===== src/hw/nlsu_pkg.sv =====
// nlsu_pkg: operation codes, widths and field positions for the nibble logic and skip unit.
// assumes the decoder presents one operation code per instruction cycle.
package nlsu_pkg;
   // ----------------------------------------
   // widths
   // ----------------------------------------
   localparam int NIB_W  = 4;
   localparam int BSEL_W = 2;
   localparam int PTR_W  = 6;
   localparam int MSB    = NIB_W - 1;

   // ----------------------------------------
   // operation codes
   // ----------------------------------------
   typedef enum logic [3:0] {
      NLSU_OP_NOP  = 4'h0,
      NLSU_OP_AND  = 4'h1,
      NLSU_OP_OR   = 4'h2,
      NLSU_OP_SETC = 4'h3,
      NLSU_OP_CLRC = 4'h4,
      NLSU_OP_TSTC = 4'h5,
      NLSU_OP_CMPL = 4'h6,
      NLSU_OP_ROR  = 4'h7,
      NLSU_OP_BSET = 4'h8,
      NLSU_OP_BCLR = 4'h9,
      NLSU_OP_BTST = 4'hA,
      NLSU_OP_EQM  = 4'hB,
      NLSU_OP_EQI  = 4'hC
   } nlsu_op_t;

   // ----------------------------------------
   // reset values
   // ----------------------------------------
   localparam logic [NIB_W-1:0] ACC_RST   = 4'h0;
   localparam logic             CARRY_RST = 1'b0;
endpackage

===== src/hw/nlsu_core.sv =====
// nlsu_core: accumulator, carry flag and skip logic for nibble logic and bit instructions.
// assumes the sequencer gives op_valid_i for one cycle per instruction, holds the
// data pointer one cycle ahead (the memory read is registered) and honours skip_o.
//
// How it works
// RULE_01: and memory into accumulator, carry kept
// RULE_02: or memory into accumulator, carry kept
// RULE_03: set carry, nothing else changes
// RULE_04: clear carry, nothing else changes
// RULE_05: skip next when carry is zero
// RULE_06: invert every accumulator bit, carry kept
// RULE_07: rotate carry and accumulator right by one
// RULE_08: set selected memory bit, others kept
// RULE_09: clear selected memory bit, others kept
// RULE_10: skip next when selected memory bit zero
// RULE_11: skip next when accumulator equals memory
// RULE_12: skip next when accumulator equals immediate
// RULE_13: skipped instruction changes no state
module nlsu_core #(
   parameter int PTR_W = nlsu_pkg::PTR_W
) (
   input  wire logic                   clock_i,
   input  wire logic                   rstn_i,
   input  wire logic                   op_valid_i,
   input  wire logic [3:0]             op_i,
   input  wire logic [nlsu_pkg::MSB:0] imm_i,
   input  wire logic [PTR_W-1:0]       data_pointer_i,
   output logic      [nlsu_pkg::MSB:0] acc_o,
   output logic                        carry_flag_o,
   output logic                        skip_o,
   output logic                        skipping_o
);
   // ----------------------------------------
   // local constants
   // ----------------------------------------
   localparam logic SKIP_RST = 1'h0;  // no skip pending out of reset
   localparam int   ACC_LSB  = 0;     // accumulator bit that rotates out into carry

   // ----------------------------------------
   // state
   // ----------------------------------------
   logic [nlsu_pkg::MSB:0]      acc_reg;
   logic [nlsu_pkg::MSB:0]      acc_next;
   logic                        carry_reg;
   logic                        carry_next;
   logic                        skip_reg;
   logic                        skip_next;

   // ----------------------------------------
   // decode and operands
   // ----------------------------------------
   nlsu_pkg::nlsu_op_t          op;
   logic                        take;
   logic [nlsu_pkg::BSEL_W-1:0] bit_sel;
   logic [nlsu_pkg::MSB:0]      sel_mask;
   logic                        sel_bit_clear;
   logic                        acc_eq_mem;
   logic                        acc_eq_imm;
   logic [nlsu_pkg::MSB:0]      pointed_memory_nibble;
   logic                        mem_we;
   logic [nlsu_pkg::MSB:0]      mem_wdata;

   // ----------------------------------------
   // helpers
   // ----------------------------------------
   // one-hot mask of the bit picked by the low immediate field
   function automatic logic [nlsu_pkg::MSB:0] bit_mask(
      input logic [nlsu_pkg::BSEL_W-1:0] sel
   );
      logic [nlsu_pkg::MSB:0] m;
      m      = '0;
      m[sel] = 1'h1;
      return m;
   endfunction

   // nibble compare shared by the memory and the immediate skip tests
   function automatic logic nib_equal(
      input logic [nlsu_pkg::MSB:0] a,
      input logic [nlsu_pkg::MSB:0] b
   );
      return (a == b);
   endfunction

   // read-modify-write of one memory bit; the other three bits pass through
   function automatic logic [nlsu_pkg::MSB:0] bit_write(
      input logic [nlsu_pkg::MSB:0] nib,
      input logic [nlsu_pkg::MSB:0] mask,
      input logic                   value
   );
      logic [nlsu_pkg::MSB:0] r;
      r = value ? (nib | mask) : (nib & ~mask);
      return r;
   endfunction

   // codes outside the table fall through to the nop branches below;
   // reset blocks a take too, so a bit op held during reset cannot reach memory
   assign op            = nlsu_pkg::nlsu_op_t'(op_i);
   assign take          = op_valid_i && rstn_i && !skip_reg;  // [RULE_13]
   assign bit_sel       = imm_i[nlsu_pkg::BSEL_W-1:0];
   assign sel_mask      = bit_mask(bit_sel);
   assign sel_bit_clear = ~|(pointed_memory_nibble & sel_mask);
   assign acc_eq_mem    = nib_equal(acc_reg, pointed_memory_nibble);
   assign acc_eq_imm    = nib_equal(acc_reg, imm_i);

   // ----------------------------------------
   // data memory
   // ----------------------------------------
   // read and write share the pointer; the read for the op cycle is launched a
   // cycle earlier, so the pointer must stand from the cycle before the op
   nlsu_mem #(
      .DEPTH_LOG2 (PTR_W)
   ) nlsu_mem_inst (
      .clock_i (clock_i),
      .raddr_i (data_pointer_i),
      .we_i    (mem_we),
      .waddr_i (data_pointer_i),
      .wdata_i (mem_wdata),
      .rdata_o (pointed_memory_nibble)
   );

   // ----------------------------------------
   // accumulator and carry
   // ----------------------------------------
   // only a taken op moves them; tests and bit ops leave both alone
   always_comb begin
      acc_next   = acc_reg;
      carry_next = carry_reg;
      if (take) begin
         unique case (op)
            nlsu_pkg::NLSU_OP_AND: begin
               acc_next = acc_reg & pointed_memory_nibble;                  // [RULE_01]
            end
            nlsu_pkg::NLSU_OP_OR: begin
               acc_next = acc_reg | pointed_memory_nibble;                  // [RULE_02]
            end
            nlsu_pkg::NLSU_OP_SETC: begin
               carry_next = 1'h1;                                           // [RULE_03]
            end
            nlsu_pkg::NLSU_OP_CLRC: begin
               carry_next = 1'h0;                                           // [RULE_04]
            end
            nlsu_pkg::NLSU_OP_CMPL: begin
               acc_next = ~acc_reg;                                         // [RULE_06]
            end
            nlsu_pkg::NLSU_OP_ROR: begin
               // five-bit chain: carry drops in on top, the low bit falls out
               acc_next   = {carry_reg, acc_reg[nlsu_pkg::MSB:ACC_LSB+1]};  // [RULE_07]
               carry_next = acc_reg[ACC_LSB];                               // [RULE_07]
            end
            default: begin
               // nop, unused codes, skip tests and bit ops
            end
         endcase
      end
   end

   // synchronous reset to the package values
   always_ff @(posedge clock_i) begin
      if (!rstn_i) begin
         acc_reg   <= nlsu_pkg::ACC_RST;
         carry_reg <= nlsu_pkg::CARRY_RST;
      end else begin
         acc_reg   <= acc_next;
         carry_reg <= carry_next;
      end
   end

   // ----------------------------------------
   // skip request
   // ----------------------------------------
   // any valid op clears a pending skip, swallowed or not; only a taken test
   // may raise a new one, so a skipped test can never chain a second skip
   always_comb begin
      skip_next = skip_reg;
      if (op_valid_i) begin
         skip_next = 1'h0;
      end
      if (take) begin
         unique case (op)
            nlsu_pkg::NLSU_OP_TSTC: begin
               skip_next = ~carry_reg;                                      // [RULE_05]
            end
            nlsu_pkg::NLSU_OP_BTST: begin
               skip_next = sel_bit_clear;                                   // [RULE_10]
            end
            nlsu_pkg::NLSU_OP_EQM: begin
               skip_next = acc_eq_mem;                                      // [RULE_11]
            end
            nlsu_pkg::NLSU_OP_EQI: begin
               skip_next = acc_eq_imm;                                      // [RULE_12]
            end
            default: begin
               // every other code leaves the skip cleared
            end
         endcase
      end
   end

   // skip flag; reset drops any pending skip
   always_ff @(posedge clock_i) begin
      if (!rstn_i) begin
         skip_reg <= SKIP_RST;
      end else begin
         skip_reg <= skip_next;
      end
   end

   // ----------------------------------------
   // memory bit writes
   // ----------------------------------------
   // the write lands at the op edge; the registered read shows it a cycle
   // later, so the sequencer leaves a gap before the same nibble is read back
   always_comb begin
      mem_we    = 1'h0;
      mem_wdata = pointed_memory_nibble;
      if (take) begin
         unique case (op)
            nlsu_pkg::NLSU_OP_BSET: begin
               mem_we    = 1'h1;
               mem_wdata = bit_write(pointed_memory_nibble, sel_mask, 1'h1); // [RULE_08]
            end
            nlsu_pkg::NLSU_OP_BCLR: begin
               mem_we    = 1'h1;
               mem_wdata = bit_write(pointed_memory_nibble, sel_mask, 1'h0); // [RULE_09]
            end
            default: begin
               // no other op writes memory
            end
         endcase
      end
   end

   // ----------------------------------------
   // outputs
   // ----------------------------------------
   // every output is a flop; skipping_o mirrors skip_o for the fetch stage
   assign acc_o        = acc_reg;
   assign carry_flag_o = carry_reg;
   assign skip_o       = skip_reg;
   assign skipping_o   = skip_reg;
endmodule


===== src/hw/nlsu_mem.sv =====
// nlsu_mem: data memory of nibbles, one write port and one registered read port.
// assumes address and write data are stable in the cycle of the write strobe.
module nlsu_mem #(
   parameter int DEPTH_LOG2 = nlsu_pkg::PTR_W
) (
   input  wire logic                      clock_i,
   input  wire logic [DEPTH_LOG2-1:0]     raddr_i,
   input  wire logic                      we_i,
   input  wire logic [DEPTH_LOG2-1:0]     waddr_i,
   input  wire logic [nlsu_pkg::MSB:0]    wdata_i,
   output logic      [nlsu_pkg::MSB:0]    rdata_o
);
   // ----------------------------------------
   // storage
   // ----------------------------------------
   logic [nlsu_pkg::MSB:0] mem_reg [2**DEPTH_LOG2];

   // write and registered read; contents are undefined until software writes them
   always_ff @(posedge clock_i) begin
      if (we_i) begin
         mem_reg[waddr_i] <= wdata_i;
      end
      rdata_o <= mem_reg[raddr_i];
   end
endmodule


===== config.mk =====
export PLATFORM = sky130hd
export DESIGN_NAME = nlsu_core
export DESIGN_NICKNAME = d
export VERILOG_FILES = /design/src/hw/nlsu_pkg.sv /design/src/hw/nlsu_core.sv /design/src/hw/nlsu_mem.sv
export SDC_FILE = /design/constraint.sdc
export NUM_CORES = 1
export LEC_CHECK = 0
export ABC_AREA = 1
export BUFFER_PORTS_ARGS = -buffer_cell sky130_fd_sc_hd__clkbuf_2
export CELL_PAD_IN_SITES_DETAIL_PLACEMENT = 1
export CELL_PAD_IN_SITES_GLOBAL_PLACEMENT = 2
export CORE_MARGIN = 1.5
export CORE_UTILIZATION = 45
export DETAILED_ROUTE_END_ITERATION = 6
export PLACE_DENSITY = 0.95
export SKIP_CTS_REPAIR_TIMING = 1
export SYNTH_ARGS = -nofsm -noshare
export SYNTH_HDL_FRONTEND = slang
export SYNTH_HIERARCHICAL = 1
export SYNTH_SLANG_ARGS = --single-unit

===== constraint.sdc =====
create_clock -name clock_i -period 8.1 [get_ports clock_i]
set_input_delay 1.215 -clock clock_i [delete_from_list [all_inputs] [get_ports clock_i]]
set_output_delay 1.215 -clock clock_i [all_outputs]
set_load 0.005 [all_outputs]

==> results.ini, run 1 <==
[status]
status = finished clean

[synth]
avgSynthCellArea_um2 = 10.7
yosysWarnings = 6
ys_types = 29
syn_nets = 1105
synth_seq_area_share_pct = 67.8
ys_ff_latch = 266
synth_cells = 1088
synth_area_um2 = 11600

[floorplan]
start_util_pct = 46.1
io_pins = 24
die_area_um2 = 26800
core.rowCount = 58
die_h_um = 164
die_w_um = 164
coreArea_um2 = 25300

[sta]
period_minus_slack_ns = 3.78
setup-violations-final = 0
slew_violations = 0
post-route-period-util_pct = 46.6
fin_skew_ns = 0.0149
rsz0062_at_grt = no
worstMarginPinSlew_ns = 1.22
fmax_mhz = 265
slew-limit-headroom_pct = 18.6
hold_viol = 0
setup_tns_ns = 0

[layout]
nets = 1109
drive_gt1_share_pct = 8.27
syn2layout_area_growth_pct = 9.08
fin_cells = 1443
antenna_cells = 0
nFillCells = 2738
largest_reg_flops = 256

[worst_hold_path]
hp-class = register to register
hold-path-cell-count = 2

[clock_tree]
clkSlewWorstSetupHoldPaths_ns = 0.06
cts.sinks = 266
cts_tree = yes
cts-root-buf = clkbuf_16
clockBufferDepth = 3
cts_max_level = 1
cts-buffers-inserted = 28
clk-insertion-delay-late_ns = 0.54

[global_route]
antenna_found_initial = 0
grt_pass1_vias = 8328
grt_max_degree = 108
overflow = 0
grt_pass1_wl_um = 46300
track_usage_pct = 22.9

[critical_path]
path_depth = 4
cp_slowest_cell = nand4_1
path_cells = buf_4, buf_4, nand4_1, nor2_1
crit_required_ns = 8.27
crit_family = simple AND/OR/NAND/NOR gates
crit_buf_inv = 2
slowest_delay_ns = 0.81
crit_top_cell = buf_4
r2r_cells = 5
startpoint_type = input port
critPathArrivalTime_ns = 3.95
path_max_fanout = 84
setup.worst_path.end_class = register
path_class = input port to register

[power]
p_per_area_nw_per_um2 = 236
peakVddDrop_mv = 0.176
leakagePower_nw = 4.61

[placed_design]
place_inst = 1392
place_hpwl_um = 18200
gp_congestion = 0.796
io_buffer_count = 23

[route]
drt-initial-drc-count = 582
postRouteAntennaNets = 0
drc = 0
vias = 8066
routed_wl_um = 29800
vias_per_cell = 5.59
drt_pre_antenna_iters = 5
wl_per_cell_um = 20.7

[flow_run]
cap_viol_max_count = 0

-- cells by family after synthesis --
| kind of cell | count (synthesis) | synth area share [%] |
|---|---|---|
| and+or+nand+nor | 696 | 25.8 |
| DFF | 266 | 67.8 |
| buffers and inverters | 93 | 4.85 |
| AOI/OAI and AO/OA | 33 | 1.54 |
-- cells in the mapped netlist (all sizes together) --
library cell  count  area [um2]
dfxtp            10         200
clkbuf           11        41.3
nand4            10        62.6
clkinv            1        5.00
inv              35         131
edfxtp          256        7690
nor3              6        35.0
o211ai            2        15.0
buf              46         387
nor4              8        50.1
o21ai            20         100
a21oi             9        48.8
o221ai            1        8.76
o22ai             1        6.26
nand3           235        1180
nor2             72         283
nand2           365        1390
-- cell usage in the layout, fill, tap and decap left out --
cell	count
inv_2	5
inv_1	29
a21oi_1	8
nand4_1	10
nand2_4	1
o211ai_1	2
nor2_4	1
o21ai_4	1
clkbuf_16	29
o21ai_0	16
nor2_2	2
o21ai_1	3
o22ai_1	1
o221ai_1	1
nand2_1	359
nor3_2	1
bufinv_16	2
buf_4	9
nor4_1	8
clkinv_2	9
nor3_1	5
nand3_2	1
nand2_2	5
clkinvlp_4	3
edfxtp_1	256
nor2_1	69
clkbuf_1	4
nand3_1	234
clkinv_1	6
dfxtp_1	10
clkbuf_2	22
a21oi_2	1
-- final timing paths --
path | slack [ns] | to | from
setup / recovery | 4.32 | nlsu_mem_inst/mem_reg[37][2] | data_pointer_i[0]
setup reg to reg | 5.26 | nlsu_mem_inst/mem_reg[37][2] | skip_o
hold reg to reg | 0.54 | skip_o | skip_o
hold / removal | 0.54 | skip_o | skip_o
-- power by group --
group | internal (mW) | total [mW] | switching, mW
clock network | 0.713 | 1.22 | 0.507
logic | 0.0485 | 0.226 | 0.178
registers | 1.54 | 1.55 | 0.00505
-- per-layer routing --
layer,wire [um],part of all wire (%),GRT usage (%)
met5,0,0,0
met4,636,2.1,5.95
met3,1350,4.5,2.75
met2,15100,51,40.6
met1,12700,43,29.6
-- layout make-up --
class,count,area (um2),area share (%)
Sequential cell,266,7890,62.2
Inverter,36,138,1.08
Clock inverter,18,140,1.10
Timing Repair Buffer,31,178,1.40
Tap cell,330,413,3.25
Multi-Input combinational cell,729,3190,25.2
Clock buffer,33,741,5.84
-- worst reg2reg max path: cells and delay by family (launching register included) --
kind / cells / cell delay [ns]
buf+inv: 1 / 0.31
flops: 1 / 0.35
simple gates: 4 / 1.82
-- stage by stage --
stage          setup slack, ns  total power, mW  cell area, um2  hold slack [ns]  utilization (%)
6_report                  4.32             3.00           12700            0.540             50.2
5_1_grt                   4.19             3.09           12700            0.586             50.2
4_1_cts                   4.35             3.02           12700            0.536             50.2
3_5_place_dp              3.80             1.80           11800            0.524             46.8
3_3_place_gp              3.94             1.80           11800            0.509             46.8
2_1_floorplan             3.08             1.73           11600            0.507                -
No activity file was read; power rests on OpenSTA's default activity.
==> run 2: changes to the inputs <==
--- a/config.mk
+++ b/config.mk
@@ -10,9 +10,9 @@
 export CELL_PAD_IN_SITES_DETAIL_PLACEMENT = 1
 export CELL_PAD_IN_SITES_GLOBAL_PLACEMENT = 2
 export CORE_MARGIN = 1.5
-export CORE_UTILIZATION = 45
+export CORE_UTILIZATION = 38
 export DETAILED_ROUTE_END_ITERATION = 6
-export PLACE_DENSITY = 0.95
+export PLACE_DENSITY = 0.87
 export SKIP_CTS_REPAIR_TIMING = 1
 export SYNTH_ARGS = -nofsm -noshare
 export SYNTH_HDL_FRONTEND = slang
==> constraint.sdc (replaced) <==
create_clock -name clock_i -period 3.1 [get_ports clock_i]
set_input_delay 0.465 -clock clock_i [delete_from_list [all_inputs] [get_ports clock_i]]
set_output_delay 0.465 -clock clock_i [all_outputs]
set_load 0.005 [all_outputs]
==> run 2 against run 1 <==
Compared with the run above: clock power increased to 2.6 times the previous value; hold slack got worse by 0.37 ns; non-clock buffer count up 27; clock skew decreased by 0.0058 ns; power grew to 2.6 times the previous value; utilization shrank 6.7 points; global-route usage fell by 3.0 points; count of clock-buffer cells in the layout grew 3; register-to-register slack worse by 4.5 ns; die area is 18% higher; worst setup slack got worse by 3.5 ns; final cell count up 6.0%; critical endpoint is now nlsu_mem_inst/mem_reg[50][0]; largest cell class unchanged.
==> results.ini, run 2 (synthesized netlist as in run 1, its figures left out) <==
[clock_tree]
cts-root-buf = clkbuf_16
clockBufferDepth = 3  ; unchanged
clkSlewWorstSetupHoldPaths_ns = 0.06  ; about the same
cts_max_level = 1  ; unchanged
cts_tree = yes
cts.sinks = 266  ; unchanged
clk-insertion-delay-late_ns = 0.55  ; about the same
cts-buffers-inserted = 29  ; +3.6%

[sta]
setup_tns_ns = 0  ; unchanged
post-route-period-util_pct = 74.1
worstMarginPinSlew_ns = 0.748  ; -0.472 ns
setup-violations-final = 0  ; unchanged
slew_violations = 0  ; unchanged
rsz0062_at_grt = no
fmax_mhz = 435
period_minus_slack_ns = 2.30
slew-limit-headroom_pct = 49.9  ; +31 points
hold_viol = 0  ; unchanged
fin_skew_ns = 0.00911  ; -0.00581 ns

[layout]
nFillCells = 3289  ; +20%
mostFrequentLayoutCell = nand2_1
seq_area_um2 = 7890  ; unchanged
syn2layout_area_growth_pct = 11.9
nets = 1137  ; +2.5%
largest_reg_flops = 256  ; unchanged
multi_input_area_um2 = 3190  ; unchanged
antenna_cells = 0  ; unchanged
drive_gt1_share_pct = 10.0  ; +1.7 points
final_cell_mix = nand2_1 (359), edfxtp_1 (256), nand3_1 (234), nor2_1 (69)
stdcell_area_um2 = 13000  ; +2.6%

[route]
vias = 8174  ; +1.3%
drt_pre_antenna_iters = 7  ; +2
vias_per_cell = 5.35  ; -4.4%
postRouteAntennaNets = 0  ; unchanged
drc = 0  ; unchanged
wl_per_cell_um = 19.9  ; -3.8%
routed_wl_um = 30400  ; +2.0%
drt-initial-drc-count = 622  ; +6.9%

[critical_path]
critPathArrivalTime_ns = 2.56  ; -1.39 ns
setup.worst_path.end_class = register
path_class = register to register
cp_slowest_cell = nor4_1
crit_required_ns = 3.36  ; -4.91 ns
path_max_fanout = 9  ; -89%
slowest_delay_ns = 0.37  ; -0.44 ns
path_cells = nor3_2, nand2_1, inv_1, buf_4, nand4_1, nor4_1, buf_4
crit_top_cell = buf_4
startpoint_type = register

[worst_hold_path]
hp-class = input port to register

[power]
peakVddDrop_mv = 0.400  ; +130%
leakagePower_nw = 4.76  ; +3.2%
p_per_area_nw_per_um2 = 599  ; +150%

[status]
status = finished clean

[floorplan]
die_area_um2 = 31700  ; +18%
io_pins = 24  ; unchanged
core.rowCount = 63  ; +8.6%
coreArea_um2 = 29900  ; +18%
start_util_pct = 38.9  ; -7.1 points
die_h_um = 178  ; +8.7%
die_w_um = 178  ; +8.7%

[global_route]
busiest_layer = met2
gr-usage-met3_pct = 2.36  ; -0.40 points
antenna_found_initial = 0  ; unchanged
track_usage_pct = 19.9  ; -3.0 points
overflow = 0  ; unchanged
grt_use_met1_pct = 26.4  ; -3.1 points
grt_util_met2_pct = 34.3  ; -6.3 points
grt_pass1_vias = 8429  ; +1.2%
grt_pass1_wl_um = 47700  ; +3.1%
grt_max_degree = 81  ; -25%

[placed_design]
gp_congestion = 0.841  ; +5.7%
place_area_um2 = 12200  ; +3.1%
io_buffer_count = 23  ; unchanged
place_hpwl_um = 19200  ; +5.2%

[flow_run]
cap_viol_max_count = 0  ; unchanged

==> run 2: worst max-delay path: cells and delay by family, from the launching register on <==
kind | cells | cell delay, ns
DFF | 1 | 0.34
and+or+nand+nor | 4 | 1.21
buffers and inverters | 3 | 0.46
==> run 2: stage by stage <==
step	hold WS (ns)	setup slack, ns	power [mW]	instances	util, %
2_1_floorplan	0.507	0.693	4.51	1088	-
3_3_place_gp	0.524	0.574	4.73	1479	40.7
3_5_place_dp	0.531	0.509	4.75	1479	40.7
4_1_cts	0.154	0.760	7.87	1529	43.6
5_1_grt	0.176	0.567	8.05	1529	43.6
6_report	0.174	0.802	7.80	1529	43.6
==> run 2: cell type report <==
| class | instances | share of cell area, % |
|---|---|---|
| Tap cell | 390 | 3.75 |
| Inverter | 36 | 1.06 |
| Clock buffer | 36 | 5.78 |
| Multi-Input combinational cell | 729 | 24.5 |
| Timing Repair Buffer | 58 | 3.59 |
| Sequential cell | 266 | 60.6 |
| Clock inverter | 14 | 0.721 |
==> run 2: final timing paths <==
path	from	to	slack, ns	cells after the start
max	skip_o	nlsu_mem_inst/mem_reg[50][0]	0.80	7
min	rstn_i	carry_flag_o	0.17	3
max reg2reg	skip_o	nlsu_mem_inst/mem_reg[50][0]	0.80	7
min reg2reg	skip_o	skip_o	0.53	2
==> run 2: power by group <==
part,internal [mW],switching (mW),leakage (nW)
clock network,1.79,1.34,0.415
logic,0.154,0.465,1.96
registers,4.03,0.0163,2.39
total,5.97,1.83,4.76
==> run 2: layer usage <==
| metal | wire (um) | up-vias |
|---|---|---|
| met5 | 0 | - |
| met4 | 642 | 0 |
| met3 | 1410 | 49 |
| met2 | 15100 | 187 |
| met1 | 13200 | 4089 |
| li1 | - | 3849 |
==> run 3: changes to the inputs <==
--- a/config.mk
+++ b/config.mk
@@ -5,14 +5,14 @@
 export SDC_FILE = /design/constraint.sdc
 export NUM_CORES = 1
 export LEC_CHECK = 0
-export ABC_AREA = 1
+export ABC_AREA = 0
 export BUFFER_PORTS_ARGS = -buffer_cell sky130_fd_sc_hd__clkbuf_2
 export CELL_PAD_IN_SITES_DETAIL_PLACEMENT = 1
 export CELL_PAD_IN_SITES_GLOBAL_PLACEMENT = 2
 export CORE_MARGIN = 1.5
-export CORE_UTILIZATION = 38
+export CORE_UTILIZATION = 48
 export DETAILED_ROUTE_END_ITERATION = 6
-export PLACE_DENSITY = 0.87
+export PLACE_DENSITY = 0.91
 export SKIP_CTS_REPAIR_TIMING = 1
 export SYNTH_ARGS = -nofsm -noshare
 export SYNTH_HDL_FRONTEND = slang
==> constraint.sdc (replaced) <==
create_clock -name clock_i -period 2.3 [get_ports clock_i]
set_input_delay 0.345 -clock clock_i [delete_from_list [all_inputs] [get_ports clock_i]]
set_output_delay 0.345 -clock clock_i [all_outputs]
set_load 0.005 [all_outputs]
==> run 3 against run 2 <==
Compared with the run above: flip-flop and latch count unchanged; routed wire length down 7.3%; sequential share of layout area up 0.27 points; via count down 22%; die area down 24%; fmax up 5.8%; non-clock buffer count up 38; sequential power up 35%; highest routed layer unchanged; final cell count down 33%; final area down 0.44%.
==> results.ini, run 3 <==
[flow_run]
cap_viol_max_count = 0  ; unchanged

[status]
status = finished clean

[placed_design]
gp_congestion = 0.810  ; -3.8%
place_hpwl_um = 18600  ; -3.2%
dp_slack_ns = -0.0858  ; -0.594 ns
io_buffer_count = 23  ; unchanged

[power]
pwr-share-comb_pct = 7.2  ; -0.7 points
p_sw_mw = 2.35  ; +29%
clkPwrFrac_pct = 41.1  ; +1.0 points
peakVddDrop_mv = 0.503  ; +26%
switching_share_pct = 22.2  ; -1.2 points
leakagePower_nw = 4.29  ; -9.9%
p_int_mw = 8.23  ; +38%
total_power_mw = 10.6  ; +36%
pwr-share-seq_pct = 51.7  ; -0.2 points
p_per_area_nw_per_um2 = 816  ; +36%

[synth]
synth_area_um2 = 11200  ; -4.0%
ys_dominant_reg_cell = edfxtp_1
synth_xor_area_share_pct = 0.392  ; +0.39 points
ys_types = 64  ; +120%
synth_seq_area_share_pct = 70.6  ; +2.8 points
synth_top_family_by_area = multiplexers
muxShareOfSynthArea_pct = 14.8  ; +15 points
ys_ff_latch = 266  ; unchanged
synth_edf_count = 256  ; unchanged
yosysWarnings = 6  ; unchanged
syn_nets = 638  ; -42%
yosys-top-cells-area = edfxtp_1 (69%), mux4_2 (9.5%), mux4_1 (4.5%)
synth-simple-area-share_pct = 7.72  ; -18 points
synth.most_common_cell = edfxtp_1
synth_cells = 621  ; -43%
synth_top_area_share_pct = 68.8  ; +2.8 points
ys_async_sr_fraction_pct = 0  ; unchanged
avgSynthCellArea_um2 = 18.0  ; +68%
yosys.area_share.adder_pct = 0  ; unchanged
synth_top_area_cell = edfxtp_1
synth_compound_area_share_pct = 4.09  ; +2.6 points
synthTopCellsByCount = edfxtp_1 (256), nor2_1 (87), mux4_2 (47)

[critical_path]
path_max_fanout = 10  ; +1
crit_required_ns = 2.48  ; -0.88 ns
setup.worst_path.end_class = register
cp_slowest_cell = nor2_1
startpoint_type = register
slowest_delay_ns = 0.43  ; +0.06 ns
path_cells = nand3b_4, nor3_4, buf_4, nand4_1, buf_4, nor2_1
crit_top_cell = buf_4
critPathArrivalTime_ns = 2.35  ; -0.21 ns
path_class = register to register

[route]
vias_per_cell = 6.26  ; +17%
postRouteAntennaNets = 0  ; unchanged
drc = 0  ; unchanged
drt_pre_antenna_iters = 5  ; -2
wl_per_cell_um = 27.6  ; +39%
drt-initial-drc-count = 570  ; -8.4%
vias = 6381  ; -22%
routed_wl_um = 28200  ; -7.3%

[layout]
mostFrequentLayoutCell = edfxtp_1
antenna_cells = 0  ; unchanged
syn2layout_area_growth_pct = 16.1
nFillCells = 2022  ; -39%
final_util_pct = 57.1  ; +13 points
largest_reg_flops = 256  ; unchanged
final_cell_mix = edfxtp_1 (256), nor2_1 (85), buf_4 (66), mux4_2 (47), clkbuf_16 (27)
drive_gt1_share_pct = 26.5  ; +17 points
nets = 731  ; -36%

[clock_tree]
cts_max_level = 1  ; unchanged
cts-root-buf = clkbuf_16
clk-insertion-delay-late_ns = 0.55  ; about the same
cts-buffers-inserted = 27  ; -6.9%
clkSlewWorstSetupHoldPaths_ns = 0.06  ; about the same
clockBufferDepth = 3  ; unchanged
cts_tree = yes
cts.sinks = 266  ; unchanged

[global_route]
track_usage_pct = 24.3  ; +4.4 points
grt_max_degree = 65  ; -20%
grt_pass1_wl_um = 43000  ; -9.9%
grt_pass1_vias = 6778  ; -20%
overflow = 0  ; unchanged
antenna_found_initial = 0  ; unchanged

[sta]
fin_skew_ns = 0.0199  ; +0.0108 ns
slew-limit-headroom_pct = 63.4  ; +14 points
period_minus_slack_ns = 2.17  ; -0.126 ns
setup-violations-final = 0  ; unchanged
worstMarginPinSlew_ns = 0.543  ; -0.206 ns
slew_violations = 0  ; unchanged
fmax_mhz = 460  ; +5.8%
setup_slack_ns = 0.128  ; -0.674 ns
rsz0062_at_grt = no
hold_viol = 0  ; unchanged
post-route-period-util_pct = 94.4  ; +20 points

[floorplan]
start_util_pct = 49.2  ; +10 points
io_pins = 24  ; unchanged
die_w_um = 156  ; -13%
coreArea_um2 = 22700  ; -24%
die_area_um2 = 24200  ; -24%
die_h_um = 156  ; -13%
core.rowCount = 55  ; -13%

[worst_hold_path]
hp-class = input port to register

## run 3: final cells by class
class | count | area (um2) | area share (%)
clock buffer | 33 | 698 | 5.39
clock inverter | 17 | 179 | 1.38
inverter | 6 | 22.5 | 0.174
multi-input combinational | 317 | 3050 | 23.5
sequential | 266 | 7890 | 60.9
tap | 285 | 357 | 2.75
timing repair buffer | 96 | 766 | 5.91
## run 3: kinds of logic after synthesis
kind of cell,after synthesis
simple gates,172
mux,76
xor+xnor,5
buf+inv,38
compound gates,64
flops,266
## run 3: critical path, delay by kind of cell, from the launching register on
kind                   cells  cell delay, ns
and+or+nand+nor            4            1.02
buffers and inverters      2            0.46
DFF                        1            0.34
## run 3: worst paths after layout
check / start / end / slack (ns) / cells after the start
max: skip_o / nlsu_mem_inst/mem_reg[39][0] / 0.13 / 6
min: op_valid_i / skip_o / 0.15 / 4
max reg2reg: skip_o / nlsu_mem_inst/mem_reg[39][0] / 0.13 / 6
min reg2reg: carry_flag_o / carry_flag_o / 0.59 / 2
## run 3: per-stage QoR
stage	cell area, um2	instances	setup TNS, ns	hold WS [ns]
global route	13000	1020	0	0.164
floorplan	11200	621	0	0.459
global placement	12100	970	-0.0563	0.543
finish	13000	1020	0	0.151
detailed placement	12100	970	-0.149	0.593
CTS	13000	1020	0	0.139
## run 3: per-layer routing
metal	part of all wire, %	global-route usage, %
met1	39	31.2
met2	51	41.5
met3	6.5	4.21
met4	3.8	9.21
met5	0	0
## run 3: power groups by stage
| stage | logic (mW) | clock network, mW | registers (mW) |
|---|---|---|---|
| floorplan | 0.436 | 0 | 5.56 |
| global placement | 0.712 | 0 | 5.57 |
| detailed placement | 0.761 | 0 | 5.57 |
| CTS | 0.768 | 4.42 | 5.47 |
| global route | 0.818 | 4.57 | 5.46 |
| finish | 0.764 | 4.35 | 5.47 |
